[config.mk]
export PLATFORM = sky130hd
export DESIGN_NAME = psbf_filter
export DESIGN_NICKNAME = d
export VERILOG_FILES = /design/src/hdl/psbf_pkg.sv /design/src/hdl/psbf_cost_div.sv /design/src/hdl/psbf_filter.sv
export SDC_FILE = /design/constraint.sdc
export NUM_CORES = 1
export LEC_CHECK = 0
export BUFFER_PORTS_ARGS = -buffer_cell sky130_fd_sc_hd__buf_2
export CORE_MARGIN = 3
export CORE_UTILIZATION = 65
export CTS_CLUSTER_DIAMETER = 100
export DETAILED_ROUTE_END_ITERATION = 12
export PLACE_DENSITY = 0.87
export SETUP_SLACK_MARGIN = 0.5
export SKIP_CTS_REPAIR_TIMING = 1
export SYNTH_ARGS = -nofsm -noshare
export SYNTH_HDL_FRONTEND = slang
export SYNTH_SLANG_ARGS = --single-unit
[constraint.sdc]
create_clock -name pclk -period 7.2 [get_ports pclk]
set_clock_uncertainty 0.1 [all_clocks]
set_input_delay 0.36 -clock pclk [delete_from_list [all_inputs] [get_ports pclk]]
set_output_delay 0.36 -clock pclk [all_outputs]
set_load 0.1 [all_outputs]
[src/hdl/psbf_pkg.sv]
// shared constants and types for the public spanning tree frame filter
package psbf_pkg;

  // ********************************
  // register map (byte addresses)
  // ********************************
  localparam logic [7:0] ADDR_CTRL   = 8'h00;
  localparam logic [7:0] ADDR_SYMR   = 8'h04;
  localparam logic [7:0] ADDR_COST   = 8'h08;
  localparam logic [7:0] ADDR_PRIO   = 8'h0C;
  localparam logic [7:0] ADDR_NSI    = 8'h10;
  localparam logic [7:0] ADDR_MAC_LO = 8'h14;
  localparam logic [7:0] ADDR_MAC_HI = 8'h18;
  localparam logic [7:0] ADDR_STAT   = 8'h1C;
  localparam logic [7:0] ADDR_TIMERS = 8'h20;

  // field positions
  localparam int CTRL_EN_BIT   = 0;
  localparam int CTRL_OVR_BIT  = 1;
  localparam int CTRL_HE_BIT   = 2;
  localparam int SYMR_BPS_LSB  = 16;
  localparam int STAT_BUSY_BIT = 24;

  // ********************************
  // values after reset
  // ********************************
  localparam logic        RST_EN       = 1'b1;
  localparam logic [15:0] RST_PRIO_CM  = 16'h9000;
  localparam logic [15:0] RST_PRIO_HE  = 16'h8000;
  localparam logic [15:0] RST_NSI_COST = 16'h000A;
  localparam logic [15:0] RST_SYM_KSYM = 16'h00A0;
  localparam logic [3:0]  RST_BPS      = 4'h2;
  localparam logic [7:0]  RST_MAX_AGE  = 8'h14;
  localparam logic [7:0]  RST_HELLO    = 8'h02;
  localparam logic [7:0]  RST_FWD_DLY  = 8'h0F;
  localparam logic [47:0] RST_MAC      = 48'h000000000000;

  // ********************************
  // frame layout
  // ********************************
  localparam logic [0:5][7:0] PUB_DA  = {8'h01, 8'hE0, 8'h2F, 8'h00, 8'h00, 8'h03};
  localparam logic [0:5][7:0] STD_DA  = {8'h01, 8'h80, 8'hC2, 8'h00, 8'h00, 8'h00};
  localparam logic [0:7][7:0] PUB_SNAP = {8'hAA, 8'hAA, 8'h03, 8'h00,
                                          8'hE0, 8'h2F, 8'h73, 8'h74};
  localparam logic [0:2][7:0] STD_LLC = {8'h42, 8'h42, 8'h03};
  localparam logic [4:0]  POS_SA    = 5'h06;
  localparam logic [4:0]  POS_LEN   = 5'h0C;
  localparam logic [4:0]  POS_LLC   = 5'h0E;
  localparam logic [4:0]  POS_LLC_E = 5'h10;
  localparam logic [4:0]  POS_TYPE  = 5'h19;
  localparam logic [4:0]  HDR_LEN   = 5'h16;
  localparam logic [15:0] LEN_FIELD = 16'h002B;
  localparam logic [7:0]  TYPE_TCN  = 8'h80;

  // cost = 1000 Mbit / rate, rate in ksym/s times bits per symbol
  localparam logic [20:0] COST_NUM  = 21'h0F4240;
  localparam logic [4:0]  DIV_STEPS = 5'h15;
  localparam logic [15:0] COST_MAX  = 16'hFFFF;

  // ********************************
  // types
  // ********************************
  typedef struct packed {
    logic accept;
    logic relay_down;
    logic discard;
    logic bypass;
  } psbf_verdict_t;

  typedef struct packed {
    logic [15:0] prio;
    logic [15:0] path_cost;
    logic [15:0] nsi_cost;
    logic [7:0]  max_age;
    logic [7:0]  hello;
    logic [7:0]  fwd_delay;
  } psbf_stp_cfg_t;

  typedef struct packed {
    logic [7:0] data;
    logic       last;
  } psbf_byte_t;

  typedef enum logic [1:0] {TX_IDLE, TX_HDR, TX_BODY, TX_DRAIN} psbf_txst_t;

endpackage : psbf_pkg

[src/hdl/psbf_cost_div.sv]
// serial divider that turns a symbol rate into a default path cost
`timescale 1ns/1ns
module psbf_cost_div
  import psbf_pkg::*;
(
  input  wire logic        pclk,
  input  wire logic        presetn,
  input  wire logic        start,
  input  wire logic [19:0] divisor,
  output logic             busy,
  output logic             done,
  output logic [15:0]      quot
);

  logic [4:0]  cnt_q,  cnt_d;
  logic [20:0] rem_q,  rem_d;
  logic [20:0] num_q,  num_d;
  logic [19:0] dvs_q,  dvs_d;
  logic        done_q, done_d;
  logic [15:0] quot_q, quot_d;
  logic [20:0] r2;
  logic [20:0] num_sh;

  // ********************************
  // restoring division, rounded half up
  // ********************************
  always_comb begin
    cnt_d  = cnt_q;
    rem_d  = rem_q;
    num_d  = num_q;
    dvs_d  = dvs_q;
    done_d = 1'b0;
    quot_d = quot_q;
    r2     = {rem_q[19:0], num_q[20]};
    num_sh = {num_q[19:0], 1'b0};
    if (start) begin
      // adding half the divisor rounds 1562.5 up to 1563 as the table expects
      num_d = COST_NUM + {2'b00, divisor[19:1]};
      dvs_d = divisor;
      rem_d = '0;
      cnt_d = DIV_STEPS;
    end else if (cnt_q != 5'h00) begin
      if (r2 >= {1'b0, dvs_q}) begin
        rem_d = r2 - {1'b0, dvs_q};
        num_d = num_sh | 21'h000001;
      end else begin
        rem_d = r2;
        num_d = num_sh;
      end
      cnt_d = cnt_q - 5'h01;
      if (cnt_q == 5'h01) begin
        done_d = 1'b1;
        // a zero or tiny rate would overflow the field, so the cost saturates
        quot_d = (num_d[20:16] != 5'h00) ? COST_MAX : num_d[15:0];
      end
    end
  end

  always_ff @(posedge pclk or negedge presetn) begin
    if (!presetn) begin
      cnt_q  <= '0;
      rem_q  <= '0;
      num_q  <= '0;
      dvs_q  <= '0;
      done_q <= 1'b0;
      quot_q <= COST_MAX;
    end else begin
      cnt_q  <= cnt_d;
      rem_q  <= rem_d;
      num_q  <= num_d;
      dvs_q  <= dvs_d;
      done_q <= done_d;
      quot_q <= quot_d;
    end
  end

  assign busy = (cnt_q != 5'h00);
  assign done = done_q;
  assign quot = quot_q;

  div_latency_a: assert property (@(posedge pclk) disable iff (!presetn)
    (start && !busy) |-> ##22 done)
    else $error("cost divider did not finish in 22 cycles");

endmodule : psbf_cost_div

[src/hdl/psbf_filter.sv]
// public spanning tree frame filter, bpdu framer and parameter registers
// ********************************
// ********************************
//
// The implementer's own choices: the register offsets and the APB interface to the registers.
`timescale 1ns/1ns
module psbf_filter
  import psbf_pkg::*;
#(
  parameter logic HEADEND = 1'b0
) (
  input  wire logic          pclk,
  input  wire logic          presetn,
  input  wire logic [7:0]    paddr,
  input  wire logic          psel,
  input  wire logic          penable,
  input  wire logic          pwrite,
  input  wire logic [31:0]   pwdata,
  input  wire logic [3:0]    pstrb,
  output logic [31:0]        prdata,
  output logic               pready,
  output logic               pslverr,
  input  wire logic          rx_valid,
  input  wire logic [7:0]    rx_data,
  input  wire logic          rx_eop,
  input  wire logic          rx_upstream,
  output psbf_verdict_t      verdict,
  input  wire logic          req_valid,
  input  wire logic          req_tcn,
  output logic               req_ready,
  input  wire logic          pl_valid,
  input  wire psbf_byte_t    pl,
  output logic               pl_ready,
  output logic               tx_valid,
  output psbf_byte_t         tx,
  input  wire logic          tx_ready,
  output psbf_stp_cfg_t      stp_cfg
);

  localparam logic [15:0] PRIO_RST = HEADEND ? RST_PRIO_HE : RST_PRIO_CM;

  // ********************************
  // apb slave and parameter registers
  // ********************************
  logic          en_q, en_d, ovr_q, ovr_d;
  logic [15:0]   sym_q, sym_d, cost_q, cost_d, prio_q, prio_d, nsi_q, nsi_d;
  logic [3:0]    bps_q, bps_d;
  logic [47:0]   mac_q, mac_d;
  logic [7:0]    age_q, age_d, hello_q, hello_d, fdly_q, fdly_d;
  logic [31:0]   prdata_q, prdata_d, wmask, rd_word;
  logic          go_q, go_d, hit, wr;
  logic [7:0]    cnt_std_q, cnt_std_d, cnt_tcn_q, cnt_tcn_d, cnt_pub_q, cnt_pub_d;
  logic          div_busy, div_done;
  logic [15:0]   div_quot;
  logic [19:0]   div_in;
  logic          std_ev, tcn_ev, pub_ev;

  assign wmask = {{8{pstrb[3]}}, {8{pstrb[2]}}, {8{pstrb[1]}}, {8{pstrb[0]}}};
  assign wr    = psel && penable && pwrite;

  always_comb begin
    hit     = 1'b1;
    rd_word = '0;
    case (paddr)
      ADDR_CTRL:   rd_word = {29'h0, HEADEND, ovr_q, en_q};
      ADDR_SYMR:   rd_word = {12'h0, bps_q, sym_q};
      ADDR_COST:   rd_word = {16'h0, stp_cfg.path_cost};
      ADDR_PRIO:   rd_word = {16'h0, prio_q};
      ADDR_NSI:    rd_word = {16'h0, nsi_q};
      ADDR_MAC_LO: rd_word = mac_q[31:0];
      ADDR_MAC_HI: rd_word = {16'h0, mac_q[47:32]};
      ADDR_STAT:   rd_word = {7'h0, div_busy, cnt_pub_q, cnt_tcn_q, cnt_std_q};
      ADDR_TIMERS: rd_word = {8'h0, fdly_q, hello_q, age_q};
      default:     hit     = 1'b0;
    endcase
  end

  function automatic logic [31:0] merge(input logic [31:0] old, input logic [31:0] m,
                                        input logic [31:0] wd);
    merge = (old & ~m) | (wd & m);
  endfunction : merge

  always_comb begin
    logic [31:0] w;
    w         = '0;
    en_d      = en_q;
    ovr_d     = ovr_q;
    sym_d     = sym_q;
    bps_d     = bps_q;
    cost_d    = cost_q;
    prio_d    = prio_q;
    nsi_d     = nsi_q;
    mac_d     = mac_q;
    age_d     = age_q;
    hello_d   = hello_q;
    fdly_d    = fdly_q;
    go_d      = 1'b0;
    prdata_d  = (psel && !penable) ? rd_word : prdata_q;
    cnt_std_d = cnt_std_q + {7'h0, std_ev && (cnt_std_q != 8'hFF)};
    cnt_tcn_d = cnt_tcn_q + {7'h0, tcn_ev && (cnt_tcn_q != 8'hFF)};
    cnt_pub_d = cnt_pub_q + {7'h0, pub_ev && (cnt_pub_q != 8'hFF)};
    if (wr) begin
      case (paddr)
        ADDR_CTRL: begin
          w     = merge({30'h0, ovr_q, en_q}, wmask, pwdata);
          en_d  = w[CTRL_EN_BIT];
          ovr_d = w[CTRL_OVR_BIT];
        end
        ADDR_SYMR: begin
          w     = merge({12'h0, bps_q, sym_q}, wmask, pwdata);
          sym_d = w[15:0];
          bps_d = w[SYMR_BPS_LSB +: 4];
          go_d  = 1'b1;
        end
        ADDR_COST: begin
          w      = merge({16'h0, cost_q}, wmask, pwdata);
          cost_d = w[15:0];
          ovr_d  = 1'b1;
        end
        ADDR_PRIO: begin
          w      = merge({16'h0, prio_q}, wmask, pwdata);
          prio_d = w[15:0];
        end
        ADDR_NSI: begin
          w     = merge({16'h0, nsi_q}, wmask, pwdata);
          nsi_d = w[15:0];
        end
        ADDR_MAC_LO: mac_d[31:0] = merge(mac_q[31:0], wmask, pwdata);
        ADDR_MAC_HI: begin
          w            = merge({16'h0, mac_q[47:32]}, wmask, pwdata);
          mac_d[47:32] = w[15:0];
        end
        ADDR_TIMERS: begin
          w       = merge({8'h0, fdly_q, hello_q, age_q}, wmask, pwdata);
          age_d   = w[7:0];
          hello_d = w[15:8];
          fdly_d  = w[23:16];
        end
        default: w = '0;
      endcase
    end
  end

  always_ff @(posedge pclk or negedge presetn) begin
    if (!presetn) begin
      en_q      <= RST_EN;
      ovr_q     <= 1'b0;
      sym_q     <= RST_SYM_KSYM;
      bps_q     <= RST_BPS;
      cost_q    <= COST_MAX;
      prio_q    <= PRIO_RST;
      nsi_q     <= RST_NSI_COST;
      mac_q     <= RST_MAC;
      age_q     <= RST_MAX_AGE;
      hello_q   <= RST_HELLO;
      fdly_q    <= RST_FWD_DLY;
      go_q      <= 1'b1;
      prdata_q  <= '0;
      cnt_std_q <= '0;
      cnt_tcn_q <= '0;
      cnt_pub_q <= '0;
    end else begin
      en_q      <= en_d;
      ovr_q     <= ovr_d;
      sym_q     <= sym_d;
      bps_q     <= bps_d;
      cost_q    <= cost_d;
      prio_q    <= prio_d;
      nsi_q     <= nsi_d;
      mac_q     <= mac_d;
      age_q     <= age_d;
      hello_q   <= hello_d;
      fdly_q    <= fdly_d;
      go_q      <= go_d;
      prdata_q  <= prdata_d;
      cnt_std_q <= cnt_std_d;
      cnt_tcn_q <= cnt_tcn_d;
      cnt_pub_q <= cnt_pub_d;
    end
  end

  assign prdata  = prdata_q;
  assign pready  = 1'b1;
  assign pslverr = psel && penable && !hit;
  // widened first so the product cannot wrap at 16 bits
  assign div_in  = 20'(sym_q) * 20'(bps_q);

  // one divider serves both roles: the rate register holds upstream rate and
  // long-grant modulation on a modem, downstream rate and modulation on a head end
  psbf_cost_div u_div (
    .pclk    (pclk),
    .presetn (presetn),
    .start   (go_q),
    .divisor (div_in),
    .busy    (div_busy),
    .done    (div_done),
    .quot    (div_quot)
  );

  assign stp_cfg = '{prio:      prio_q,
                     path_cost: ovr_q ? cost_q : div_quot,
                     nsi_cost:  nsi_q,
                     max_age:   age_q,
                     hello:     hello_q,
                     fwd_delay: fdly_q};

  // ********************************
  // receive classifier
  // ********************************
  logic [4:0]    idx_q, idx_d;
  logic          dpub_q, dpub_d, dstd_q, dstd_d, snap_q, snap_d, llc_q, llc_d, tcn_q, tcn_d;
  psbf_verdict_t verdict_q, verdict_d;
  logic          is_pub, is_std, vtcn_q, vtcn_d;

  always_comb begin
    dpub_d    = dpub_q;
    dstd_d    = dstd_q;
    snap_d    = snap_q;
    llc_d     = llc_q;
    tcn_d     = tcn_q;
    idx_d     = idx_q;
    verdict_d = '0;
    vtcn_d    = 1'b0;
    if (rx_valid) begin
      if (idx_q < POS_SA) begin
        dpub_d = dpub_q && (rx_data == PUB_DA[idx_q[2:0]]);
        dstd_d = dstd_q && (rx_data == STD_DA[idx_q[2:0]]);
      end
      if (idx_q >= POS_LLC && idx_q < HDR_LEN) begin
        snap_d = snap_q && (rx_data == PUB_SNAP[3'(idx_q - POS_LLC)]);
      end
      if (idx_q >= POS_LLC && idx_q <= POS_LLC_E) begin
        llc_d = llc_q && (rx_data == STD_LLC[2'(idx_q - POS_LLC)]);
      end
      if (idx_q == POS_TYPE) begin
        tcn_d = (rx_data == TYPE_TCN);
      end
      idx_d = (idx_q == 5'h1F) ? idx_q : idx_q + 5'h01;
    end
    // both address and snap header must match before spanning tree sees the frame
    is_pub = en_q && dpub_d && snap_d && (idx_q >= POS_TYPE);
    is_std = en_q && dstd_d && llc_d && (idx_q >= POS_LLC_E);
    if (rx_valid && rx_eop) begin
      verdict_d.discard    = is_std || (is_pub && tcn_d);
      verdict_d.accept     = is_pub && !tcn_d;
      verdict_d.relay_down = is_pub && HEADEND && rx_upstream;
      verdict_d.bypass     = !is_std && !is_pub;
      // the type flag is cleared below, so the notice mark travels with the verdict
      vtcn_d               = is_pub && tcn_d;
      dpub_d = 1'b1;
      dstd_d = 1'b1;
      snap_d = 1'b1;
      llc_d  = 1'b1;
      tcn_d  = 1'b0;
      idx_d  = '0;
    end
  end

  always_ff @(posedge pclk or negedge presetn) begin
    if (!presetn) begin
      idx_q     <= '0;
      dpub_q    <= 1'b1;
      dstd_q    <= 1'b1;
      snap_q    <= 1'b1;
      llc_q     <= 1'b1;
      tcn_q     <= 1'b0;
      verdict_q <= '0;
      vtcn_q    <= 1'b0;
    end else begin
      idx_q     <= idx_d;
      dpub_q    <= dpub_d;
      dstd_q    <= dstd_d;
      snap_q    <= snap_d;
      llc_q     <= llc_d;
      tcn_q     <= tcn_d;
      verdict_q <= verdict_d;
      vtcn_q    <= vtcn_d;
    end
  end

  assign verdict = verdict_q;
  assign std_ev  = verdict_q.discard && !vtcn_q;
  assign pub_ev  = verdict_q.accept;

  // ********************************
  // transmit framer
  // ********************************
  psbf_txst_t st_q, st_d;
  logic [4:0] hidx_q, hidx_d;
  logic       txv_q, txv_d, adv, tcn_refuse;
  psbf_byte_t tx_q, tx_d;

  function automatic logic [7:0] hdr_byte(input logic [4:0] i, input logic [47:0] mac);
    logic [2:0] mb;
    mb = 3'(i - POS_SA);
    if (i < POS_SA)       hdr_byte = PUB_DA[i[2:0]];
    else if (i < POS_LEN) hdr_byte = mac[8*(5-mb) +: 8];
    else if (i == POS_LEN) hdr_byte = LEN_FIELD[15:8];
    else if (i < POS_LLC)  hdr_byte = LEN_FIELD[7:0];
    else                   hdr_byte = PUB_SNAP[3'(i - POS_LLC)];
  endfunction : hdr_byte

  assign adv = !txv_q || tx_ready;

  always_comb begin
    st_d       = st_q;
    hidx_d     = hidx_q;
    txv_d      = txv_q && !tx_ready;
    tx_d       = tx_q;
    pl_ready   = 1'b0;
    req_ready  = 1'b0;
    tcn_refuse = 1'b0;
    case (st_q)
      TX_IDLE: begin
        req_ready = en_q && !txv_q;
        if (req_valid && req_ready) begin
          // a notice request is swallowed with its payload, nothing reaches the wire
          tcn_refuse = req_tcn;
          st_d       = req_tcn ? TX_DRAIN : TX_HDR;
          hidx_d     = '0;
        end
      end
      TX_HDR: begin
        if (adv) begin
          txv_d  = 1'b1;
          tx_d   = '{data: hdr_byte(hidx_q, mac_q), last: 1'b0};
          hidx_d = hidx_q + 5'h01;
          if (hidx_q == HDR_LEN - 5'h01) st_d = TX_BODY;
        end
      end
      TX_BODY: begin
        pl_ready = adv;
        if (pl_valid && adv) begin
          txv_d = 1'b1;
          tx_d  = pl;
          if (pl.last) st_d = TX_IDLE;
        end
      end
      TX_DRAIN: begin
        pl_ready = 1'b1;
        if (pl_valid && pl.last) st_d = TX_IDLE;
      end
      default: st_d = TX_IDLE;
    endcase
  end

  always_ff @(posedge pclk or negedge presetn) begin
    if (!presetn) begin
      st_q   <= TX_IDLE;
      hidx_q <= '0;
      txv_q  <= 1'b0;
      tx_q   <= '0;
    end else begin
      st_q   <= st_d;
      hidx_q <= hidx_d;
      txv_q  <= txv_d;
      tx_q   <= tx_d;
    end
  end

  assign tx_valid = txv_q;
  assign tx       = tx_q;
  assign tcn_ev   = tcn_refuse || vtcn_q;

  // ********************************
  // checks
  // ********************************
  tx_dest_a: assert property (@(posedge pclk) disable iff (!presetn)
    (st_q == TX_HDR && adv && hidx_q < POS_SA) |=> tx.data == PUB_DA[$past(hidx_q)])
    else $error("destination byte is not the public multicast address");

  tx_snap_a: assert property (@(posedge pclk) disable iff (!presetn)
    (st_q == TX_HDR && adv && hidx_q >= POS_LLC)
      |=> tx.data == PUB_SNAP[3'($past(hidx_q) - POS_LLC)])
    else $error("header byte is not the public snap header");

  std_drop_a: assert property (@(posedge pclk) disable iff (!presetn)
    (rx_valid && rx_eop && is_std) |=> verdict.discard && !verdict.accept && !verdict.bypass)
    else $error("standard bpdu was not discarded");

  tcn_block_a: assert property (@(posedge pclk) disable iff (!presetn)
    (req_valid && req_ready && req_tcn) |=> (!tx_valid && st_q == TX_DRAIN)[*2])
    else $error("notice request produced output");

  pub_match_a: assert property (@(posedge pclk) disable iff (!presetn)
    (rx_valid && rx_eop && !(dpub_d && snap_d)) |=> !verdict.accept)
    else $error("frame accepted without both address and snap match");

  relay_up_a: assert property (@(posedge pclk) disable iff (!presetn)
    (rx_valid && rx_eop && is_pub && rx_upstream) |=> verdict.relay_down == HEADEND)
    else $error("upstream public bpdu not relayed on head end");

  prio_reset_a: assert property (@(posedge pclk) disable iff (!presetn)
    $rose(presetn) |-> stp_cfg.prio == PRIO_RST && stp_cfg.nsi_cost == RST_NSI_COST)
    else $error("priority or network-side cost default wrong after reset");

  cost_follow_a: assert property (@(posedge pclk) disable iff (!presetn)
    (div_done && !ovr_q && !wr) |-> stp_cfg.path_cost == div_quot ##1 !div_busy)
    else $error("path cost does not follow derived value");

  cost_write_a: assert property (@(posedge pclk) disable iff (!presetn)
    (wr && paddr == ADDR_COST && pstrb == 4'hF)
      |=> stp_cfg.path_cost == 16'($past(pwdata)) && ovr_q)
    else $error("written path cost not applied");

endmodule : psbf_filter

==> results_dict.tcl, run 1 <==
set metrics [dict create \
    yosys_warnings 0 \
    cts_tree "yes" \
    synth_top_area_cell "sky130_fd_sc_hd__dfrtp_1" \
    number_of_synthesized_flops_with_an_enable_pin 0 \
    detail_route.wirelength_um 51600 \
    routed_antenna_nets 0 \
    critPathMostFrequentCell "sky130_fd_sc_hd__fa_1" \
    cts.path.max_buffers 3 \
    area_of_the_die_mm2 0.0304 \
    worst-r2r-cell-count 15 \
    synth_top_area_share_pct 35.4 \
    worst-setup-path-type "reg2reg" \
    buffer_ports.inserted 191 \
    timing.final.hold_violations 1 \
    grt.overflow.total 0 \
    netlist-cell-type-count 89 \
    clock_tree.htree_level_count 2 \
    area_growth_syn_to_layout_pct 13.1 \
    failed_checks "negative hold slack" \
    insertion_delay_ns 0.51 \
    post_drt_wl_per_cell_um 21.8 \
    path_max_fanout 18 \
    preCtsSetupSlack_ns 2.42 \
    antenna_violations_before_repair 1 \
    synth-seq-cells 312 \
    grt_pass1_vias 14800 \
    drt_iter0_drc 1819 \
    grt_setup_unrepaired "no" \
    crit_family "adder cells" \
    detailed_place.area_mm2 0.0196 \
    layout_min_cycle_time_ns 4.84 \
    drt_pre_antenna_iters 9 \
    avgViaCountPerCell 6.51 \
    fillers 1796 \
    critical_path.slowest_cell "sky130_fd_sc_hd__dfrtp_1" \
    timing.final.crit_share_pct 67.3 \
    headroom_to_the_max_slew_limit_pct 20.6 \
    die_h_um 174 \
    grt_start_max_net_pins 188 \
    max_cap_viol_count 0 \
    gp_congestion 0.929 \
    required_ns 7.45 \
    netlist_instances 1805 \
    width_of_the_die_um 174 \
    synth_nets 1985 \
    final.hold.worst_slack_ns -0.0206 \
    holdPathStages 2 \
    synth_top_cells_by_count "260 x sky130_fd_sc_hd__dfrtp_1, 199 x sky130_fd_sc_hd__nand2_1, 157 x sky130_fd_sc_hd__mux2_2, 111 x sky130_fd_sc_hd__o21ai_0, 100 x sky130_fd_sc_hd__inv_1" \
    irDropWorstVdd_mv 0.224 \
    ys_async_sr_fraction_pct 100 \
    rows 60 \
    post_route_cells_drive_above_1_share_pct 25.8 \
    critPathBufInv 2 \
    syn_avg_cell_area_um2 10.2 \
    netlist_area_mm2 0.0184 \
    timing.final.setup_violations 0 \
    cp.depth 15 \
    final_nets 2145 \
    finalWorstSetupSlack_ns 2.36 \
    power_density_mw_per_mm2 310 \
    synth_most_common_cell "sky130_fd_sc_hd__dfrtp_1" \
    min_path_type "in2reg" \
    top_level_ports 195 \
    numClockSinks 312 \
    ys_dominant_reg_cell "sky130_fd_sc_hd__dfrtp_1" \
    path_cells "nand2_1 -> fa_1 -> inv_1 -> fa_1 -> inv_1 -> fa_1 -> nand2b_1 -> a21o_1 -> nor2b_1 -> xnor2_1 -> ha_1 -> a21oi_2 -> o41ai_4 -> a2111oi_0 -> a21oi_1" \
    kind_of_end_point_of_the_critical_path "flop" \
    arrival_ns 5.09 \
    cts_made_buffers 34 \
    maxSlewViolCount 0 \
    clk_pin_slew_ns 0.07 \
    status "complete, but fails checks" \
    drc 0 \
    clock-root-buffer "sky130_fd_sc_hd__clkbuf_16" \
    initial_utilization_pct 67.1 \
    achievable-frequency_mhz 207 \
    timing.critical_path.slowest_cell_delay_ns 0.71 \
    worst-slew-pin-transition_ns 1.19 \
    grt_pass1_wl_um 80400 \
    yosys-top-cells-area "sky130_fd_sc_hd__dfrtp_1 35%, sky130_fd_sc_hd__mux2_2 9.6%, sky130_fd_sc_hd__dfstp_2 7.4%" \
    finish.instance_area_mm2 0.0208 \
    reported_leakage_power_nw 9.86 \
    route.vias.total 15400 \
    track_usage_pct 32.8 \
    aggregate_negative_setup_slack_ns 0 \
    synth_seq_area_share_pct 42.8 \
    hpwl_um 35900 \
    setup.worst_path.start_class "flop" \
    floorplan.core_area_mm2 0.0274 \
]
stage by stage:
| stage | cells | util, % | total power, mW |
|---|---|---|---|
| floorplan | 1805 | - | 4.12 |
| CTS | 2353 | 75.6 | 6.42 |
| global route | 2363 | 75.9 | 6.75 |
| global placement | 2292 | 71.5 | 4.55 |
| detailed placement | 2292 | 71.5 | 4.64 |
| finish | 2364 | 75.9 | 6.45 |
worst paths after layout:
| check | from | end | slack [ns] |
|---|---|---|---|
| min in group asynchronous | presetn | u_div.cnt_q[2]$_DFFE_PN0P_ | 0.41 |
| setup reg to reg | flop | u_div.num_q[20]$_DFFE_PN0P_ | 2.36 |
| setup / recovery | flop | u_div.num_q[20]$_DFFE_PN0P_ | 2.36 |
| max in group asynchronous | presetn | prdata[21]$_DFFE_PN0P_ | 4.95 |
| hold reg to reg | prdata[30]$_DFFE_PN0P_ | prdata[30]$_DFFE_PN0P_ | 0.38 |
| hold / removal | pwdata[27] | flop | -0.02 |
report_power, final:
part | total [mW] | internal, mW | switching [mW]
clock network | 1.77 | 1.05 | 0.716
logic | 2.43 | 0.796 | 1.64
registers | 2.25 | 2.02 | 0.223
final cells by class:
cell class | instances | area (um^2) | share of cell area [%]
Inverter | 100 | 375 | 1.80
Clock inverter | 11 | 115 | 0.553
Clock buffer | 50 | 1010 | 4.86
Sequential cell | 312 | 7870 | 37.8
Antenna cell | 2 | 5.00 | 0.0240
Tap cell | 372 | 465 | 2.24
Multi-Input combinational cell | 1305 | 9810 | 47.1
Timing Repair Buffer | 212 | 1160 | 5.57
routing by layer:
metal	GRT usage [%]	vias to the layer above	wire length, um	share of wire [%]
met5	0	-	0	0
met2	51.2	836	23700	46
li1	-	6808	-	-
met1	46.3	7608	20800	40
met3	6.75	149	5340	10
met4	10.7	0	1840	3.6
kinds of logic after synthesis:
kind of cell | count (synthesis) | share of synthesized area (%)
fa+ha+maj | 107 | 8.46
flops | 312 | 42.8
mux | 188 | 11.8
compound gates | 394 | 15.0
buf+inv | 188 | 3.99
other cells | 2 | 0.0408
simple gates | 550 | 14.7
xor+xnor | 64 | 3.21
placed cells by master, fill, tap and decap left out, drive strengths merged, types with 17 or more instances in the layout:
master and count:
a21oi 67, a21o 17, dfrtp 260, nand3 54, a311oi 18, clkbuf 50, o22a 17, o21ai 115
xor2 22, and2 54, inv 101, mux2i 24, xnor2 42, nand2 200, mux2 157, ha 78
a222oi 27, and3 28, a22oi 42, buf 203, fa 29, dfstp 52, nor2 96, nor3 34
worst reg2reg max path, cell delays in order, from the launching register on:
cell and delay, ns:
sky130_fd_sc_hd__dfrtp_1 0.71, sky130_fd_sc_hd__nand2_1 0.18, sky130_fd_sc_hd__fa_1 0.56, sky130_fd_sc_hd__inv_1 0.06
sky130_fd_sc_hd__fa_1 0.56, sky130_fd_sc_hd__inv_1 0.07, sky130_fd_sc_hd__fa_1 0.43, sky130_fd_sc_hd__nand2b_1 0.19
sky130_fd_sc_hd__a21o_1 0.22, sky130_fd_sc_hd__nor2b_1 0.15, sky130_fd_sc_hd__xnor2_1 0.18, sky130_fd_sc_hd__ha_1 0.24
sky130_fd_sc_hd__a21oi_2 0.30, sky130_fd_sc_hd__o41ai_4 0.14, sky130_fd_sc_hd__a2111oi_0 0.52, sky130_fd_sc_hd__a21oi_1 0.08
No activity file was read; power rests on OpenSTA's default activity.
==> inputs of run 2 (changes only) <==
ABC_AREA = 1   (was not set)
CORE_UTILIZATION = 54   (was 65)
PLACE_DENSITY = 0.77   (was 0.87)
clock period = 4.4 ns   (was 7.2 ns; I/O delays follow)
==> run 2 against run 1 <==
The flow now finishes without violations; global-route usage decreased by 1.8 points; clock power increased by 68%; flip-flop and latch count unchanged; final cell count increased by 33%; sequential power increased by 65%; non-clock buffer count increased by 62; via count increased by 17%; register-to-register slack got worse by 1.8 ns; worst setup slack got worse by 1.8 ns; cell area increased by 7.7%; largest power group is now sequential cells; highest routed layer is now met5.
==> results_dict.tcl, run 2 <==
set metrics [dict create \
    status "complete, no violations" \
    kind_of_end_point_of_the_critical_path "flop" \
    ys_async_sr_fraction_pct 100 \
    headroom_to_the_max_slew_limit_pct 34.2 \
    rows 67 \
    antenna_violations_before_repair 2 \
    syn_avg_cell_area_um2 7.75 \
    post_drt_wl_per_cell_um 18.9 \
    synth_nets 2611 \
    required_ns 4.66 \
    area_growth_syn_to_layout_pct 18.9 \
    timing.critical_path.slowest_cell_delay_ns 0.56 \
    global_route.peak_usage_layer "met2" \
    cts_tree "yes" \
    preCtsSetupSlack_ns 0.257 \
    timing.final.hold_violations 0 \
    synth-seq-cells 312 \
    reg2reg_slack_ns 0.51 \
    drt_iter0_drc 1474 \
    layout_min_cycle_time_ns 3.89 \
    clock-root-buffer "sky130_fd_sc_hd__clkbuf_16" \
    post_route_cells_drive_above_1_share_pct 19.3 \
    worst-slew-pin-transition_ns 0.984 \
    detailed_place.area_mm2 0.0202 \
    critical_path.slowest_cell "sky130_fd_sc_hd__dfstp_2" \
    power_density_mw_per_mm2 460 \
    final_nets 2843 \
    cts.path.max_buffers 3 \
    grt.overflow.total 0 \
    buffer_ports.inserted 191 \
    routed_antenna_nets 0 \
    irDropWorstVdd_mv 0.637 \
    avgViaCountPerCell 5.73 \
    met3_usage_pct 6.25 \
    synth_top_cells_by_count "650 x sky130_fd_sc_hd__nand2_1, 332 x sky130_fd_sc_hd__inv_1, 260 x sky130_fd_sc_hd__dfrtp_1, 258 x sky130_fd_sc_hd__o21ai_0, 150 x sky130_fd_sc_hd__nor2_1" \
    die_h_um 193 \
    finish.instance_area_mm2 0.0224 \
    reported_leakage_power_nw 11.5 \
    most_frequent_standard_cell_in_the_layout_excluding_fill_and_tap_cells "sky130_fd_sc_hd__nand2_1" \
    yosys_warnings 0 \
    setup.worst_path.start_class "flop" \
    aggregate_negative_setup_slack_ns 0 \
    gp_congestion 0.950 \
    postLayoutCoreUtil_pct 66.0 \
    grt_setup_unrepaired "yes" \
    grt_pass1_vias 17300 \
    met2_usage_pct 50.8 \
    synth_top_area_share_pct 34.5 \
    maxSlewViolCount 0 \
    ys_dominant_reg_cell "sky130_fd_sc_hd__dfrtp_1" \
    timing.final.crit_share_pct 88.4 \
    grt_start_max_net_pins 108 \
    track_usage_pct 30.9 \
    area_of_the_die_mm2 0.0372 \
    finalWorstSetupSlack_ns 0.512 \
    achievable-frequency_mhz 257 \
    initial_utilization_pct 55.5 \
    synth_most_common_cell "sky130_fd_sc_hd__nand2_1" \
    groute.layer.met1.usage_pct 40.3 \
    yosys-top-cells-area "sky130_fd_sc_hd__dfrtp_1 35%, sky130_fd_sc_hd__nand2_1 13%, sky130_fd_sc_hd__dfstp_2 7.2%" \
    width_of_the_die_um 193 \
    clock_tree.htree_level_count 2 \
    drt_pre_antenna_iters 6 \
    path_max_fanout 4 \
    grt_pass1_wl_um 91100 \
    top_level_ports 195 \
    netlist_area_mm2 0.0188 \
    route.vias.total 18000 \
    worst-setup-path-type "reg2reg" \
    final.hold.worst_slack_ns 0.0120 \
    floorplan.core_area_mm2 0.0340 \
    layout_common_cells "622 x sky130_fd_sc_hd__nand2_1, 323 x sky130_fd_sc_hd__inv_1, 257 x sky130_fd_sc_hd__o21ai_0, 257 x sky130_fd_sc_hd__dfrtp_1, 190 x sky130_fd_sc_hd__buf_2" \
    max_cap_viol_count 0 \
    synth_top_area_cell "sky130_fd_sc_hd__dfrtp_1" \
    synth_seq_area_share_pct 41.8 \
    clk_pin_slew_ns 0.06 \
    netlist_instances 2431 \
    min_path_type "in2reg" \
    number_of_synthesized_flops_with_an_enable_pin 0 \
    netlist-cell-type-count 65 \
    cts_made_buffers 34 \
    timing.final.setup_violations 0 \
    numClockSinks 312 \
    insertion_delay_ns 0.52 \
    hpwl_um 42300 \
    arrival_ns 4.15 \
    path_cells "buf_6 -> nand2_4 -> fa_1 -> inv_1 -> fa_1 -> buf_4 -> ha_4 -> nand2_1 -> nor2_2 -> nand2_1 -> buf_4 -> nand4_1 -> nand2_4 -> ha_4 -> nand2_4 -> a21oi_4 -> buf_4 -> nor2_1 -> o21ai_0 -> o221ai_1" \
    drc 0 \
    fillers 2819 \
    detail_route.wirelength_um 59200 \
]
run 2: layer usage:
layer	vias up	wire, um
li1	8364	-
met1	8652	23900
met2	792	28300
met3	159	4680
met4	2	2290
met5	-	14
run 2: critical path, delay by kind of cell, from the launching register on:
family / cells / cell delay (ns)
adders and majority gates: 4 / 1.36
buffers and inverters: 5 / 0.61
AOI/OAI and AO/OA: 3 / 0.49
and+or+nand+nor: 8 / 0.64
DFF: 1 / 0.56
run 2: layout make-up:
type                       count  area (um^2)  share of cell area, %
timing repair buffer         274         1700                   7.60
clock inverter                14          186                  0.832
inverter                     350         1320                   5.89
tap                          448          561                   2.50
antenna                        1         2.50                 0.0112
clock buffer                  46          976                   4.35
sequential                   312         7880                   35.1
multi-input combinational   1691         9790                   43.7
run 2: per-stage QoR:
step                      power (mW)  instances
final                           10.3       3136
after global routing            10.9       3135
after CTS                       10.3       3074
after detailed placement        7.27       3014
after global placement          7.14       3014
after floorplan                 6.38       2431
run 2: power breakdown:
group | switching [mW] | internal [mW] | leakage [nW]
registers | 0.352 | 3.36 | 3.93
clock network | 1.19 | 1.79 | 0.572
logic | 2.46 | 1.15 | 6.96
total | 4.01 | 6.30 | 11.5
run 2: worst paths after layout:
| check | endpoint | from | depth (start not counted) |
|---|---|---|---|
| worst max-delay path | u_div.num_q[10]$_DFFE_PN0P_ | flop | 20 |
| worst max register to register | u_div.num_q[10]$_DFFE_PN0P_ | flop | 20 |
| min in group asynchronous | prdata[8]$_DFFE_PN0P_ | presetn | 2 |
| max in group asynchronous | u_div.dvs_q[4]$_DFFE_PN0P_ | presetn | 3 |
| worst min register to register | prdata[0]$_DFFE_PN0P_ | prdata[0]$_DFFE_PN0P_ | 1 |
| worst min-delay path | flop | pwdata[7] | 3 |
run 2: cells by family after synthesis:
kind of cell	count (synthesis)	synth area share, %
AO/OA/AOI/OAI	542	16.7
XOR/XNOR	41	1.91
adder cells (fa/ha/maj)	107	8.26
buffers and inverters	428	8.82
flip-flops	312	41.8
other	2	0.0398
AND/OR/NAND/NOR	999	22.5
